**src/core/host_port_pkg.sv**
```systemverilog
// Shared constants and carrier types for the router host-side pin logic
package host_port_pkg;

	// ************************************************************
	// Word and time-code carriers
	// ************************************************************
	typedef struct packed
	{
		logic       marker;
		logic [7:0] data;
	} host_word_t;

	typedef struct packed
	{
		logic       tick;
		logic       load_sel;
		logic       clear;
		logic [7:0] value;
	} tc_pins_t;

	typedef enum {ST_STRAP_WAIT, ST_DRIVE} status_phase_t;

	// ************************************************************
	// Sizes, timing and reset values
	// ************************************************************
	localparam int         WORD_W         = 9;
	localparam int         FIFO_DEPTH     = 16;
	localparam int         CLK_PERIOD_PS  = 5000;
	localparam int         TICK_LOW_NS    = 20;
	localparam int         STRAP_WAIT_NS  = 40;
	localparam int         TICK_LOW_CYC   = (TICK_LOW_NS * 1000 + CLK_PERIOD_PS - 1) / CLK_PERIOD_PS;
	localparam int         STRAP_WAIT_CYC = (STRAP_WAIT_NS * 1000 + CLK_PERIOD_PS - 1) / CLK_PERIOD_PS;
	localparam logic [7:0] TC_RESET       = 8'h00;
	localparam logic [7:0] STATUS_RESET   = 8'h00;

	// ************************************************************
	// Status group select codes
	// ************************************************************
	localparam logic [3:0] GRP_STRAP      = 4'h0;
	localparam logic [3:0] GRP_ERRORS     = 4'h1;
	localparam logic [3:0] GRP_FIFO_FLAGS = 4'h2;
	localparam logic [3:0] GRP_TC_COUNT   = 4'h3;
	localparam logic [3:0] GRP_TC_LAST    = 4'h4;

	// Error bit positions in GRP_ERRORS
	localparam int ERR_P0_OVERRUN  = 0;
	localparam int ERR_P0_UNDERRUN = 1;
	localparam int ERR_P1_OVERRUN  = 2;
	localparam int ERR_P1_UNDERRUN = 3;
	localparam int ERR_TC_SEQUENCE = 4;

endpackage : host_port_pkg

```
**src/core/host_port.sv**
```systemverilog
// Host FIFO ports, time-code pins and status bus of the router
`timescale 1ns/1ps

// ************************************************************
// Word FIFO
// ************************************************************
module word_fifo
#(
	parameter int WIDTH = 9,
	parameter int DEPTH = 16
)
(
	input  wire logic             ref_clk_i,
	input  wire logic             sys_rst_i,
	input  wire logic             wr_valid_i,
	output logic                  wr_ready_o,
	input  wire logic [WIDTH-1:0] wr_data_i,
	output logic                  rd_valid_o,
	input  wire logic             rd_ready_i,
	output logic      [WIDTH-1:0] rd_data_o
);
	localparam int AW = $clog2(DEPTH);

	logic [WIDTH-1:0] mem_ff [DEPTH];
	logic [AW-1:0]    wr_ptr_ff;
	logic [AW-1:0]    rd_ptr_ff;
	logic [AW:0]      count_ff;
	logic             do_wr;
	logic             do_rd;

	assign wr_ready_o = (count_ff != (AW+1)'(DEPTH));
	assign rd_valid_o = (count_ff != '0);
	assign rd_data_o  = mem_ff[rd_ptr_ff];
	assign do_wr      = wr_valid_i && wr_ready_o;
	assign do_rd      = rd_valid_o && rd_ready_i;

	always_ff @(posedge ref_clk_i)
	begin
		if (do_wr)
			mem_ff[wr_ptr_ff] <= wr_data_i;
	end

	always_ff @(posedge ref_clk_i)
	begin
		if (sys_rst_i)
		begin
			wr_ptr_ff <= '0;
			rd_ptr_ff <= '0;
			count_ff  <= '0;
		end
		else
		begin
			if (do_wr)
				wr_ptr_ff <= (wr_ptr_ff == AW'(DEPTH - 1)) ? '0 : wr_ptr_ff + 1'b1;
			if (do_rd)
				rd_ptr_ff <= (rd_ptr_ff == AW'(DEPTH - 1)) ? '0 : rd_ptr_ff + 1'b1;
			if (do_wr && !do_rd)
				count_ff <= count_ff + 1'b1;
			else if (do_rd && !do_wr)
				count_ff <= count_ff - 1'b1;
		end
	end
endmodule : word_fifo

// ************************************************************
// Host-side port logic
// ************************************************************
// Contract
// - Reset initialises all logic except the FIFO word storage, regardless of activity
// - Everything runs from the one system clock
// - Nine-bit words, top bit marks end marker
// - Output availability high while word held
// - Input space flag high while not full
// - Two identical independent host ports
// - Rising tick request edge sends time-code
// - Load select at tick loads external value
// - Counter clear forces time-code counter zero
// - Falling tick indicate edge marks reception
// - Time value out valid while tick low
// - Group select picks status bus content
// - Status pins sampled as straps, then driven
// - Highest numbered bus bit is MSB
// - FIFO accesses synchronous to system clock
// - Slave tick only when value is plus one
module host_port
	import host_port_pkg::*;
(
	input  wire logic       ref_clk_i,
	input  wire logic       sys_rst_i,
	input  wire host_word_t host0_in_word_i,
	input  wire logic       host0_push_n_i,
	output logic            host0_in_space_o,
	output host_word_t      host0_out_word_o,
	input  wire logic       host0_pop_n_i,
	output logic            host0_out_avail_o,
	input  wire host_word_t host1_in_word_i,
	input  wire logic       host1_push_n_i,
	output logic            host1_in_space_o,
	output host_word_t      host1_out_word_o,
	input  wire logic       host1_pop_n_i,
	output logic            host1_out_avail_o,
	output host_word_t      rtr0_in_word_o,
	output logic            rtr0_in_valid_o,
	input  wire logic       rtr0_in_ready_i,
	input  wire host_word_t rtr0_out_word_i,
	input  wire logic       rtr0_out_valid_i,
	output logic            rtr0_out_ready_o,
	output host_word_t      rtr1_in_word_o,
	output logic            rtr1_in_valid_o,
	input  wire logic       rtr1_in_ready_i,
	input  wire host_word_t rtr1_out_word_i,
	input  wire logic       rtr1_out_valid_i,
	output logic            rtr1_out_ready_o,
	input  wire logic       tc_tick_request_i,
	input  wire logic [7:0] tc_value_in_i,
	input  wire logic       tc_load_select_i,
	input  wire logic       tc_counter_clear_i,
	output logic            tc_tick_indicate_o,
	output logic      [7:0] tc_value_out_o,
	output logic            tc_send_o,
	output logic      [7:0] tc_send_value_o,
	input  wire logic       tc_rx_valid_i,
	input  wire logic [7:0] tc_rx_value_i,
	input  wire logic [3:0] status_group_select_i,
	input  wire logic [7:0] status_bus_i,
	output logic      [7:0] status_bus_o,
	output logic            status_bus_oe_n_o,
	output logic      [7:0] strap_config_o
);
	function automatic logic [7:0] tc_next(input logic [7:0] v);
		tc_next = v + 8'h01;
	endfunction : tc_next

	// ************************************************************
	// Host FIFO ports
	// ************************************************************
	logic p0_push;
	logic p1_push;
	logic p0_pop;
	logic p1_pop;

	assign p0_push = !host0_push_n_i && host0_in_space_o;
	assign p1_push = !host1_push_n_i && host1_in_space_o;
	assign p0_pop  = !host0_pop_n_i && host0_out_avail_o;
	assign p1_pop  = !host1_pop_n_i && host1_out_avail_o;

	word_fifo #(.WIDTH(WORD_W), .DEPTH(FIFO_DEPTH)) u_p0_in
	(
		.ref_clk_i (ref_clk_i),
		.sys_rst_i (sys_rst_i),
		.wr_valid_i(p0_push),
		.wr_ready_o(host0_in_space_o),
		.wr_data_i (host0_in_word_i),
		.rd_valid_o(rtr0_in_valid_o),
		.rd_ready_i(rtr0_in_ready_i),
		.rd_data_o (rtr0_in_word_o)
	);

	word_fifo #(.WIDTH(WORD_W), .DEPTH(FIFO_DEPTH)) u_p0_out
	(
		.ref_clk_i (ref_clk_i),
		.sys_rst_i (sys_rst_i),
		.wr_valid_i(rtr0_out_valid_i),
		.wr_ready_o(rtr0_out_ready_o),
		.wr_data_i (rtr0_out_word_i),
		.rd_valid_o(host0_out_avail_o),
		.rd_ready_i(p0_pop),
		.rd_data_o (host0_out_word_o)
	);

	word_fifo #(.WIDTH(WORD_W), .DEPTH(FIFO_DEPTH)) u_p1_in
	(
		.ref_clk_i (ref_clk_i),
		.sys_rst_i (sys_rst_i),
		.wr_valid_i(p1_push),
		.wr_ready_o(host1_in_space_o),
		.wr_data_i (host1_in_word_i),
		.rd_valid_o(rtr1_in_valid_o),
		.rd_ready_i(rtr1_in_ready_i),
		.rd_data_o (rtr1_in_word_o)
	);

	word_fifo #(.WIDTH(WORD_W), .DEPTH(FIFO_DEPTH)) u_p1_out
	(
		.ref_clk_i (ref_clk_i),
		.sys_rst_i (sys_rst_i),
		.wr_valid_i(rtr1_out_valid_i),
		.wr_ready_o(rtr1_out_ready_o),
		.wr_data_i (rtr1_out_word_i),
		.rd_valid_o(host1_out_avail_o),
		.rd_ready_i(p1_pop),
		.rd_data_o (host1_out_word_o)
	);

	// ************************************************************
	// Time-code pin synchronisers
	// ************************************************************
	tc_pins_t tc_meta_ff;
	tc_pins_t tc_sync_ff;
	logic     tick_prev_ff;
	logic     tick_rise;

	always_ff @(posedge ref_clk_i)
	begin
		if (sys_rst_i)
		begin
			tc_meta_ff   <= '0;
			tc_sync_ff   <= '0;
			tick_prev_ff <= 1'b0;
		end
		else
		begin
			tc_meta_ff   <= {tc_tick_request_i, tc_load_select_i, tc_counter_clear_i, tc_value_in_i};
			tc_sync_ff   <= tc_meta_ff;
			tick_prev_ff <= tc_sync_ff.tick;
		end
	end

	assign tick_rise = tc_sync_ff.tick && !tick_prev_ff;

	// ************************************************************
	// Time-code counter, send and receive
	// ************************************************************
	logic [7:0]                      tc_count_ff;
	logic [$clog2(TICK_LOW_CYC+1):0] tick_low_ff;
	logic                            rx_in_order;

	assign rx_in_order = tc_rx_valid_i && (tc_rx_value_i == tc_next(tc_count_ff));

	always_ff @(posedge ref_clk_i)
	begin
		if (sys_rst_i)
		begin
			tc_count_ff     <= TC_RESET;
			tc_send_o       <= 1'b0;
			tc_send_value_o <= TC_RESET;
		end
		else
		begin
			tc_send_o <= tick_rise;
			if (tc_sync_ff.clear)
				tc_count_ff <= TC_RESET;
			else if (tick_rise && tc_sync_ff.load_sel)
				tc_count_ff <= tc_sync_ff.value;
			else if (tick_rise)
				tc_count_ff <= tc_next(tc_count_ff);
			else if (tc_rx_valid_i)
				tc_count_ff <= tc_rx_value_i;
			if (tick_rise)
				tc_send_value_o <= tc_sync_ff.load_sel ? tc_sync_ff.value : tc_next(tc_count_ff);
		end
	end

	always_ff @(posedge ref_clk_i)
	begin
		if (sys_rst_i)
		begin
			tick_low_ff        <= '0;
			tc_tick_indicate_o <= 1'b1;
			tc_value_out_o     <= TC_RESET;
		end
		else if (rx_in_order && !tc_sync_ff.clear)
		begin
			tick_low_ff        <= ($bits(tick_low_ff))'(TICK_LOW_CYC);
			tc_tick_indicate_o <= 1'b0;
			tc_value_out_o     <= tc_rx_value_i;
		end
		else if (tick_low_ff != '0)
		begin
			tick_low_ff        <= tick_low_ff - 1'b1;
			tc_tick_indicate_o <= (tick_low_ff == 1);
		end
	end

	// ************************************************************
	// Status bus: strap capture, then driven group mux
	// ************************************************************
	status_phase_t                     phase_ff;
	logic [$clog2(STRAP_WAIT_CYC+1):0] strap_cnt_ff;
	logic [7:0]                        strap_meta_ff;
	logic [7:0]                        strap_sync_ff;
	logic [7:0]                        err_ff;
	logic [7:0]                        nxt_status;

	always_ff @(posedge ref_clk_i)
	begin
		if (sys_rst_i)
		begin
			strap_meta_ff <= '0;
			strap_sync_ff <= '0;
		end
		else
		begin
			strap_meta_ff <= status_bus_i;
			strap_sync_ff <= strap_meta_ff;
		end
	end

	always_ff @(posedge ref_clk_i)
	begin
		if (sys_rst_i)
		begin
			phase_ff          <= ST_STRAP_WAIT;
			strap_cnt_ff      <= '0;
			strap_config_o    <= STATUS_RESET;
			status_bus_oe_n_o <= 1'b1;
		end
		else
		begin
			case (phase_ff)
				ST_STRAP_WAIT:
				begin
					strap_cnt_ff <= strap_cnt_ff + 1'b1;
					if (strap_cnt_ff == ($bits(strap_cnt_ff))'(STRAP_WAIT_CYC - 1))
					begin
						strap_config_o    <= strap_sync_ff;
						status_bus_oe_n_o <= 1'b0;
						phase_ff          <= ST_DRIVE;
					end
				end
				ST_DRIVE:
					status_bus_oe_n_o <= 1'b0;
				default:
					phase_ff <= ST_STRAP_WAIT;
			endcase
		end
	end

	always_ff @(posedge ref_clk_i)
	begin
		if (sys_rst_i)
			err_ff <= '0;
		else
		begin
			if (!host0_push_n_i && !host0_in_space_o)
				err_ff[ERR_P0_OVERRUN] <= 1'b1;
			if (!host0_pop_n_i && !host0_out_avail_o)
				err_ff[ERR_P0_UNDERRUN] <= 1'b1;
			if (!host1_push_n_i && !host1_in_space_o)
				err_ff[ERR_P1_OVERRUN] <= 1'b1;
			if (!host1_pop_n_i && !host1_out_avail_o)
				err_ff[ERR_P1_UNDERRUN] <= 1'b1;
			if (tc_rx_valid_i && !rx_in_order)
				err_ff[ERR_TC_SEQUENCE] <= 1'b1;
		end
	end

	always_comb
	begin
		case (status_group_select_i)
			GRP_STRAP:      nxt_status = strap_config_o;
			GRP_ERRORS:     nxt_status = err_ff;
			GRP_FIFO_FLAGS: nxt_status = {4'h0, host1_out_avail_o, host1_in_space_o,
			                              host0_out_avail_o, host0_in_space_o};
			GRP_TC_COUNT:   nxt_status = tc_count_ff;
			GRP_TC_LAST:    nxt_status = tc_value_out_o;
			default:        nxt_status = 8'h00;
		endcase
	end

	always_ff @(posedge ref_clk_i)
	begin
		if (sys_rst_i || phase_ff != ST_DRIVE)
			status_bus_o <= STATUS_RESET;
		else
			status_bus_o <= nxt_status;
	end
endmodule : host_port

```
**config.mk**
```make
export PLATFORM = sky130hd
export DESIGN_NAME = host_port
export DESIGN_NICKNAME = d
export VERILOG_FILES = /design/src/core/host_port_pkg.sv /design/src/core/host_port.sv
export SDC_FILE = /design/constraint.sdc
export NUM_CORES = 1
export LEC_CHECK = 0
export BUFFER_PORTS_ARGS = -buffer_cell sky130_fd_sc_hd__clkbuf_2
export CORE_ASPECT_RATIO = 0.9
export CORE_MARGIN = 1.5
export CORE_UTILIZATION = 50
export CTS_CLUSTER_SIZE = 30
export DETAILED_ROUTE_END_ITERATION = 16
export PLACE_DENSITY = 0.77
export SETUP_SLACK_MARGIN = 0.05
export SLEW_MARGIN = 25
export SYNTH_ARGS = -nofsm -noshare
export SYNTH_HDL_FRONTEND = slang
export SYNTH_SLANG_ARGS = --single-unit
export TNS_END_PERCENT = 5
```
**constraint.sdc**
```tcl
create_clock -name ref_clk_i -period 2.8 [get_ports ref_clk_i]
set_input_delay 0.56 -clock ref_clk_i [delete_from_list [all_inputs] [get_ports ref_clk_i]]
set_output_delay 0.56 -clock ref_clk_i [all_outputs]
set_load 0.02 [all_outputs]
```
==> impl_metrics.env, run 1 <==
export IMPL_status="complete, but fails checks"
export IMPL_failed_checks="setup timing"
export IMPL_finalSetupViolCount=36
export IMPL_end_kind="primary output"
export IMPL_drive_gt1_share_pct=30.52
export IMPL_maxSlewViolCount=0
export IMPL_first_global_vias=16193
export IMPL_path_depth=5
export IMPL_rrSetupSlack_ps=30
export IMPL_ir_worst_vdd_v=0.0006585
export IMPL_sw_frac_of_total_pct=26.42
export IMPL_path_clk_slew_ps=60
export IMPL_tightest_slew_ps=1075
export IMPL_start_util_pct=50.66
export IMPL_clock_fmax_ghz=0.3270
export IMPL_rsz0062_at_grt="true"
export IMPL_period_needed_ps=3058
export IMPL_clkPwrFrac_pct=34.6
export IMPL_cpLargestDelayFamily="multiplexers"
export IMPL_power_switching_mw=7.844
export IMPL_combPwrFrac_pct=22.1
export IMPL_fin_skew_ps=14.08
export IMPL_drtAntennaViolNets=0
export IMPL_dr_pass1_iters=5
export IMPL_placed_area_um2=31240
export IMPL_cp_required_ps=2240
export IMPL_die_h_um=231.4
export IMPL_worstPathMaxFanout=10
export IMPL_cp_num_buf_inv=3
export IMPL_overflow=0
export IMPL_dp_cells=2597
export IMPL_crit_arrival_ps=2500
export IMPL_synth_cells=1667
export IMPL_pwr_share_seq_pct=43.2
export IMPL_track_usage_pct=21.37
export IMPL_synth_flop_cell="edfxtp_1"
export IMPL_timing_rr_start="u_p1_in.count_ff[0]$_SDFFE_PP0P_"
export IMPL_synth_cell_type_count=49
export IMPL_via_count=15773
export IMPL_hold_viol=0
export IMPL_clk_latency_ps=610
export IMPL_timing_rr_end="u_p1_in.count_ff[4]$_SDFFE_PP0P_"
export IMPL_io_pins=157
export IMPL_worstPathCellList="buf_12 > buf_16 > mux4_2 > mux4_2 > clkbuf_2"
export IMPL_ys_ff_latch=741
export IMPL_die_w_um=256.8
export IMPL_synth_largest_area_cell="edfxtp_1"
export IMPL_wl_per_cell_um=22.94
export IMPL_cts_sinks=741
export IMPL_cp_endpoint="rtr1_in_word_o[7]"
export IMPL_timing_final_crit_share_pct=109.2
export IMPL_h_tree_depth=3
export IMPL_cts_tree="built"
export IMPL_drtIter0Drc=1250
export IMPL_slowest_stage="mux4_2"
export IMPL_die_area_um2=59430
export IMPL_holdWs_ps=161.3
export IMPL_yosysSeqAreaShare_pct=71.07
export IMPL_grt_start_max_net_pins=56
export IMPL_start_kind="flip-flop"
export IMPL_slowest_delay_ps=510
export IMPL_reg2reg_depth=12
export IMPL_post_dp_hpwl_mm=38.61
export IMPL_cts_inserted_buffers=75
export IMPL_grt_pass1_wl_mm=95.88
export IMPL_via_per_inst=5.740
export IMPL_final_cells=2748
export IMPL_leakage_nw=11.66
export IMPL_max_cap_violations=0
export IMPL_finalPower_mw=29.69
export IMPL_row_count=83
export IMPL_cts_max_path_buffers=3
export IMPL_drc=0
export IMPL_final_nets=2044
export IMPL_crit_type="reg2out"
export IMPL_final_area_um2=34290
export IMPL_crit_top_cell="mux4_2"
export IMPL_synth_edf_count=576
export IMPL_p_int_mw=21.84
export IMPL_portBuffers=156
export IMPL_syn_area_per_cell_um2=17.39
export IMPL_synth_top_area_share_pct=59.67
export IMPL_layout_setup_ws_ps=-258.0
export IMPL_antenna_found_initial=2
export IMPL_yosysWarnings=0
export IMPL_synth_area_um2=28990
export IMPL_area_growth_pct=18.30
export IMPL_globalplace_congestion=0.8258
export IMPL_cts_hold_buf=0
export IMPL_core_um2=57220
export IMPL_hold_path_class="in2reg"
export IMPL_ys_async_sr_fraction_pct=0
export IMPL_slew_headroom_pct=28.09
export IMPL_wirelength_mm=63.05
export IMPL_yosys_top_cells_area="edfxtp_1, mux4_2, dfxtp_1, nor2_1, ha_1"
export IMPL_powerDensity_nw_per_um2=865.7
export IMPL_root_buffer="clkbuf_16"
export IMPL_synth_fp_nets=1789
[flip-flops by register name, summed over array words and instances, names as in the netlist, 5 cells and up, named ones only]
| register | cells |
|---|---|
| u_p1_out.mem_ff | 144 |
| strap_cnt_ff | 5 |
| tc_count_ff | 8 |
| tc_sync_ff | 11 |
| strap_sync_ff | 8 |
| strap_meta_ff | 8 |
| u_p0_in.mem_ff | 144 |
| tc_meta_ff | 11 |
| u_p0_in.count_ff | 5 |
| u_p0_out.mem_ff | 144 |
| u_p1_in.mem_ff | 144 |
| err_ff | 5 |
| u_p1_out.count_ff | 5 |
| u_p0_out.count_ff | 5 |
| strap_config_o | 8 |
| tc_send_value_o | 8 |
| status_bus_o | 8 |
| u_p1_in.count_ff | 5 |
| tc_value_out_o | 8 |
[final cells by class]
cell class                      instances  area [µm²]
Tap cell                              765       957.2
Inverter                               30       112.6
Timing Repair Buffer                  263        1966
Antenna cell                            1       2.502
Multi-Input combinational cell        811        8066
Clock buffer                          102        2178
Sequential cell                       741       20620
Clock inverter                         35       390.4
Fill cell                            4017       22930
[power groups by stage]
stage                     registers (mW)  clock network [mW]  logic [mW]
after floorplan                     12.8                   0        4.21
after global placement              12.9                   0        5.80
after detailed placement            12.9                   0        5.96
after global routing                12.9                10.8        7.07
final                               12.8                10.3        6.57
after CTS                           12.8                10.5        6.41
[routing by layer]
metal | GRT usage, % | vias to the layer above | routed length, µm
li1 | - | 6960 | -
met1 | 29.02 | 8111 | 26500
met2 | 35.35 | 584 | 31060
met3 | 4.254 | 116 | 3979
met4 | 6.121 | 2 | 1494
met5 | 0 | - | 11
[metrics by stage]
step	utilization, %	setup WS [ps]	TNS [ps]
2_1_floorplan	-	27.50	0
3_3_place_gp	54.59	137.3	0
3_5_place_dp	54.59	28.08	0
4_1_cts	59.64	-282.9	-9336
5_1_grt	59.92	-319.2	-10490
6_report	59.93	-258.0	-7407
[logic make-up after synthesis]
| group | synth area share, % |
|---|---|
| and+or+nand+nor | 6.039 |
| muxes | 15.49 |
| xor gates and xnor gates | 1.174 |
| adders and majority gates | 2.003 |
| DFF | 71.07 |
| AOI/OAI and AO/OA | 2.624 |
| buffers and inverters | 1.606 |
[timing repair]
action                                  4_1_cts  5_1_grt
endpoints found under the hold margin         0        0
pin swaps                                     2        2
endpoints found under the setup margin       39       48
gates cloned                                  7        2
setup buffers                                 4        0
resized for setup                            25       47
[placed cells by master (no fill, tap or decap), drive strengths merged, types with 13 or more instances in the layout]
cell,instances
edfxtp,576
clkbuf,233
mux4,180
dfxtp,165
nor2,157
buf,132
nand2,87
a21oi,58
nor2b,55
ha,40
inv,34
mux2i,30
nor3,28
xor2,23
o21ai,20
clkinv,16
xnor2,15
nand2b,14
nand3,13
[synth_stat cells (6+ instances only)]
master and number:
o211ai_1 6, or3_1 9, dfxtp_1 165, ha_1 40, o21ai_0 20, a22oi_1 8
nor2_1 156, nand2b_1 14, nand3_1 13, buf_2 14, nand2_1 87, a21oi_1 58
mux2_2 11, inv_1 30, nor2b_1 55, nor3_1 28, clkbuf_1 49, edfxtp_1 576
xnor2_1 14, a31oi_1 8, a21o_1 9, buf_1 19, xor2_1 23, mux2i_1 30
mux4_2 180
[how the worst min path moves through the flow]
stage | from | to | cells after the start
after detailed placement | tc_meta_ff[6]$_SDFF_PP0_ | tc_sync_ff[6]$_SDFF_PP0_ | 1
after global placement | strap_meta_ff[6]$_SDFF_PP0_ | strap_sync_ff[6]$_SDFF_PP0_ | 1
after floorplan | tick_prev_ff$_SDFF_PP0_ | tc_send_o$_SDFF_PP0_ | 1
after CTS | tc_tick_request_i | tc_meta_ff[10]$_SDFF_PP0_ | 2
after global routing | tc_value_in_i[1] | tc_meta_ff[1]$_SDFF_PP0_ | 2
final | tc_tick_request_i | tc_meta_ff[10]$_SDFF_PP0_ | 2
(Power assumes the default switching activity.)
==> run 2: changes to the inputs <==
--- a/config.mk
+++ b/config.mk
@@ -8,2 +8,3 @@
 export BUFFER_PORTS_ARGS = -buffer_cell sky130_fd_sc_hd__clkbuf_2
+export CAP_MARGIN = 0
 export CORE_ASPECT_RATIO = 0.9
==> constraint.sdc (replaced) <==
create_clock -name ref_clk_i -period 2.8 [get_ports ref_clk_i]
set_input_delay 0.28 -clock ref_clk_i [delete_from_list [all_inputs] [get_ports ref_clk_i]]
set_output_delay 0.28 -clock ref_clk_i [all_outputs]
set_load 0.02 [all_outputs]
==> impl_metrics.env, run 2 (synthesis gave the netlist of run 1 again) <==
export IMPL_cts_max_path_buffers=3
export IMPL_cp_endpoint="rtr1_in_word_o[6]"
export IMPL_post_dp_hpwl_mm=38.02
export IMPL_path_clk_slew_ps=60
export IMPL_dr_pass1_iters=5
export IMPL_die_h_um=231.4
export IMPL_wl_per_cell_um=22.39
export IMPL_holdWs_ps=81.91
export IMPL_crit_type="reg2out"
export IMPL_p_int_mw=21.54
export IMPL_path_depth=5
export IMPL_area_growth_pct=19.23
export IMPL_drtAntennaViolNets=0
export IMPL_fin_util_pct=60.40
export IMPL_mostFrequentLayoutCell="edfxtp_1"
export IMPL_drive_gt1_share_pct=29.77
export IMPL_max_cap_violations=0
export IMPL_antenna_found_initial=0
export IMPL_worstPathMaxFanout=4
export IMPL_fin_skew_ps=19.57
export IMPL_status="complete, no violations"
export IMPL_cp_num_buf_inv=3
export IMPL_cp_required_ps=2520
export IMPL_start_util_pct=50.66
export IMPL_timing_rr_start="u_p1_in.count_ff[0]$_SDFFE_PP0P_"
export IMPL_hold_start="rtr0_out_word_i[3]"
export IMPL_overflow=0
export IMPL_h_tree_depth=3
export IMPL_cpLargestDelayFamily="multiplexers"
export IMPL_hold_path_class="in2reg"
export IMPL_maxSlewViolCount=0
export IMPL_die_area_um2=59430
export IMPL_leakage_nw=11.75
export IMPL_hold_viol=0
export IMPL_cts_tree="built"
export IMPL_grt_pass1_wl_mm=94.18
export IMPL_slowest_stage="mux4_2"
export IMPL_io_pins=157
export IMPL_die_w_um=256.8
export IMPL_row_count=83
export IMPL_rrSetupSlack_ps=120
export IMPL_core_um2=57220
export IMPL_power_switching_mw=7.787
export IMPL_sw_frac_of_total_pct=26.56
export IMPL_slowest_delay_ps=530
export IMPL_worstPathCellList="buf_6 > clkbuf_16 > mux4_2 > mux4_2 > buf_2"
export IMPL_cts_inserted_buffers=74
export IMPL_period_needed_ps=2774
export IMPL_wirelength_mm=61.98
export IMPL_crit_arrival_ps=2490
export IMPL_start_kind="flip-flop"
export IMPL_portBuffers=156
export IMPL_finalSetupViolCount=0
export IMPL_pwr_share_seq_pct=43.8
export IMPL_tightest_slew_ps=988.6
export IMPL_combPwrFrac_pct=23.9
export IMPL_globalplace_congestion=0.8016
export IMPL_rsz0062_at_grt="true"
export IMPL_slew_headroom_pct=33.85
export IMPL_track_usage_pct=20.96
export IMPL_fill_cells=3942
export IMPL_clk_latency_ps=610
export IMPL_clock_fmax_ghz=0.3605
export IMPL_powerDensity_nw_per_um2=848.5
export IMPL_reg2reg_depth=12
export IMPL_timing_final_crit_share_pct=99.08
export IMPL_final_cell_mix="edfxtp_1, mux4_2, dfxtp_1, nor2_1, clkbuf_2"
export IMPL_crit_top_cell="mux4_2"
export IMPL_clkPwrFrac_pct=32.4
export IMPL_grt_start_max_net_pins=51
export IMPL_cts_sinks=741
export IMPL_via_count=15703
export IMPL_final_nets=2071
export IMPL_timing_rr_end="u_p1_in.count_ff[4]$_SDFFE_PP0P_"
export IMPL_drtIter0Drc=1291
export IMPL_drc=0
export IMPL_end_kind="primary output"
export IMPL_via_per_inst=5.673
export IMPL_ir_worst_vdd_v=0.0004904
export IMPL_first_global_vias=16081
export IMPL_setup_tns_ps=0
export IMPL_root_buffer="clkbuf_16"
run 2: layout make-up:
cell class / instances / area [µm²] / area share (%)
Sequential cell: 741 / 20620 / 59.66
Clock inverter: 35 / 304.0 / 0.8798
Timing Repair Buffer: 291 / 2440 / 7.060
Clock buffer: 94 / 2008 / 5.811
Antenna cell: 1 / 2.502 / 0.007241
Inverter: 30 / 112.6 / 0.3258
Multi-Input combinational cell: 811 / 8115 / 23.48
Tap cell: 765 / 957.2 / 2.770
run 2: routing by layer:
metal  track usage [%]  vias up  part of all wire (%)
met1             28.68     8010                    42
met4             6.507        0                   2.4
li1                  -     7017                     -
met5                 0        -                     0
met3             4.232      104                   6.3
met2             34.16      572                    49
run 2: worst reg2reg max path, cell delays in order (launching register included):
cell      delay [ps]
dfxtp_1          340
nor4_4           330
nand2b_1         110
and2_4           180
inv_1            120
ha_4             160
inv_2             60
fa_2             410
a21o_1           180
a21oi_2          150
xnor2_1          100
or3_1            330
a21oi_2          140
run 2: power by group through the flow:
| stage | sequential (mW) | clock [mW] | combinational [mW] |
|---|---|---|---|
| 2_1_floorplan | 12.8 | 0 | 4.21 |
| 3_3_place_gp | 12.9 | 0 | 5.69 |
| 3_5_place_dp | 12.9 | 0 | 5.93 |
| 4_1_cts | 12.8 | 9.67 | 6.58 |
| 5_1_grt | 12.9 | 10.1 | 7.51 |
| 6_report | 12.8 | 9.50 | 6.99 |
run 2: worst min-delay path by stage:
stage | endpoint | cells past startpoint
floorplan | tick_prev_ff$_SDFF_PP0_ | 1
global placement | strap_sync_ff[1]$_SDFF_PP0_ | 1
detailed placement | tc_sync_ff[2]$_SDFF_PP0_ | 1
CTS | u_p0_out.mem_ff[15][3]$_DFFE_PP_ | 1
global route | u_p0_out.mem_ff[3][3]$_DFFE_PP_ | 1
finish | u_p0_out.mem_ff[6][3]$_DFFE_PP_ | 1
run 2: stage by stage:
stage / cell area (µm²) / power, mW / instances / setup WS (ps)
after floorplan: 29030 / 17.03 / 1667 / 27.50
after global placement: 31170 / 18.56 / 2594 / 82.41
after detailed placement: 31170 / 18.86 / 2594 / -51.27
after CTS: 34270 / 29.04 / 2762 / -11.73
after global routing: 34560 / 30.49 / 2767 / -43.61
final: 34560 / 29.32 / 2768 / 25.78
run 2: timing repair:
action                                  4_1_cts  5_1_grt
hold buffers                                 30        0
endpoints found under the hold margin        30        0
gates cloned                                  7        3
resized for setup                            68       74
pin swaps                                     2        6
buffers inserted                              2        2
endpoints found under the setup margin       40       40
==> run 3: changes to the inputs <==
- CTS_BUF_LIST: unset -> sky130_fd_sc_hd__clkbuf_16
==> impl_metrics.env, run 3 (synthesis gave the netlist of run 1 again) <==
export IMPL_status="complete, no violations"
export IMPL_cts_sinks=741
export IMPL_die_w_um=256.8
export IMPL_slew_headroom_pct=32.32
export IMPL_p_int_mw=21.33
export IMPL_timing_rr_end="u_p1_in.count_ff[4]$_SDFFE_PP0P_"
export IMPL_crit_arrival_ps=2490
export IMPL_min_path_cells=1
export IMPL_rrSetupSlack_ps=120
export IMPL_end_kind="primary output"
export IMPL_period_needed_ps=2770
export IMPL_maxSlewViolCount=0
export IMPL_portBuffers=156
export IMPL_path_clk_slew_ps=60
export IMPL_final_nets=2071
export IMPL_overflow=0
export IMPL_die_area_um2=59430
export IMPL_root_buffer="clkbuf_16"
export IMPL_rsz0062_at_grt="true"
export IMPL_max_cap_violations=0
export IMPL_leakage_nw=11.78
export IMPL_tightest_slew_ps=1011
export IMPL_antenna_found_initial=0
export IMPL_hold_path_class="in2reg"
export IMPL_drtAntennaViolNets=0
export IMPL_via_count=15744
export IMPL_start_kind="flip-flop"
export IMPL_row_count=83
export IMPL_ir_worst_vdd_v=0.0004903
export IMPL_cts_tree="built"
export IMPL_drc=0
export IMPL_reg2reg_depth=12
export IMPL_crit_type="reg2out"
export IMPL_cts_inserted_buffers=74
export IMPL_drtIter0Drc=1348
export IMPL_grt_pass1_wl_mm=94.29
export IMPL_wl_per_cell_um=22.50
export IMPL_finalSetupViolCount=0
export IMPL_timing_final_crit_share_pct=98.94
export IMPL_cts_max_path_buffers=3
export IMPL_timing_rr_start="u_p1_in.count_ff[0]$_SDFFE_PP0P_"
export IMPL_clock_fmax_ghz=0.3610
export IMPL_pwr_share_seq_pct=44.1
export IMPL_fin_skew_ps=19.39
export IMPL_cp_endpoint="rtr1_in_word_o[6]"
export IMPL_clk_latency_ps=600
export IMPL_globalplace_congestion=0.8016
export IMPL_hold_viol=0
export IMPL_cp_required_ps=2520
export IMPL_holdWs_ps=84.41
export IMPL_h_tree_depth=3
export IMPL_post_dp_hpwl_mm=38.02
export IMPL_grt_start_max_net_pins=51
export IMPL_powerDensity_nw_per_um2=844.3
export IMPL_io_pins=157
export IMPL_via_per_inst=5.688
export IMPL_wirelength_mm=62.28
export IMPL_die_h_um=231.4
export IMPL_mostFrequentLayoutCell="edfxtp_1"
export IMPL_drive_gt1_share_pct=29.67
export IMPL_dr_pass1_iters=6
export IMPL_core_um2=57220
export IMPL_setup_tns_ps=0
export IMPL_clkPwrFrac_pct=31.9
export IMPL_combPwrFrac_pct=24.0
export IMPL_track_usage_pct=20.98
export IMPL_sw_frac_of_total_pct=26.77
export IMPL_start_util_pct=50.66
export IMPL_worstPathMaxFanout=4
export IMPL_area_growth_pct=19.03
export IMPL_final_cell_mix="edfxtp_1, mux4_2, dfxtp_1, nor2_1, clkbuf_2"
export IMPL_power_switching_mw=7.798
export IMPL_first_global_vias=16110
[run 3: cell type report]
type / instances / area, µm²
clock inverters: 54 / 375.4
well taps: 765 / 957.2
multi-input cells: 811 / 8115
clock buffers: 75 / 1877
diodes: 1 / 2.502
inverters: 30 / 112.6
repair buffers: 291 / 2444
fillers: 3951 / 22720
flip-flops and latches: 741 / 20620
[run 3: worst min-delay path by stage]
stage | startpoint | to | slack, ps
global route | rtr0_out_word_i[3] | u_p0_out.mem_ff[3][3]$_DFFE_PP_ | 70
global placement | strap_meta_ff[1]$_SDFF_PP0_ | strap_sync_ff[1]$_SDFF_PP0_ | 420
CTS | rtr0_out_word_i[3] | u_p0_out.mem_ff[15][3]$_DFFE_PP_ | 40
floorplan | sys_rst_i | tick_prev_ff$_SDFF_PP0_ | 360
finish | rtr0_out_word_i[3] | u_p0_out.mem_ff[3][3]$_DFFE_PP_ | 80
detailed placement | tc_meta_ff[2]$_SDFF_PP0_ | tc_sync_ff[2]$_SDFF_PP0_ | 420
[run 3: power groups by stage]
stage          clock, mW  combinational [mW]  sequential, mW
2_1_floorplan          0                4.21            12.8
3_3_place_gp           0                5.69            12.9
3_5_place_dp           0                5.93            12.9
4_1_cts             9.46                6.59            12.8
5_1_grt             9.89                7.52            12.9
6_report            9.30                7.00            12.8
[run 3: per-layer routing]
layer	up-vias	global-route usage [%]	routed length (µm)
met3	116	4.265	4119
met5	-	0	0
met2	599	34.27	30790
met1	8016	28.55	25840
li1	7013	-	-
met4	0	6.654	1531
[run 3: what timing repair did]
| item | in CTS | in global routing |
|---|---|---|
| buffers inserted | 2 | 2 |
| hold endpoints to repair | 30 | 0 |
| hold buffers | 30 | 0 |
| gates resized for setup | 70 | 72 |
| gates cloned | 7 | 3 |
| pin swaps | 2 | 6 |
| endpoints found under the setup margin | 40 | 40 |
[run 3: critical path: stages (launching register included)]
cell and delay (ps):
dfxtp_4 420, buf_6 140, clkbuf_16 140, mux4_2 480, mux4_2 530, buf_2 190
[run 3: per-stage QoR]
stage / power [mW] / worst slack, ps / cell area, µm² / util [%] / std cells
floorplan: 17.03 / 27.50 / 29030 / - / 1667
global placement: 18.56 / 82.41 / 31170 / 54.48 / 2594
detailed placement: 18.86 / -51.27 / 31170 / 54.48 / 2594
CTS: 28.84 / -11.73 / 34220 / 59.80 / 2762
global route: 30.29 / -43.61 / 34500 / 60.29 / 2767
finish: 29.13 / 29.75 / 34500 / 60.30 / 2768
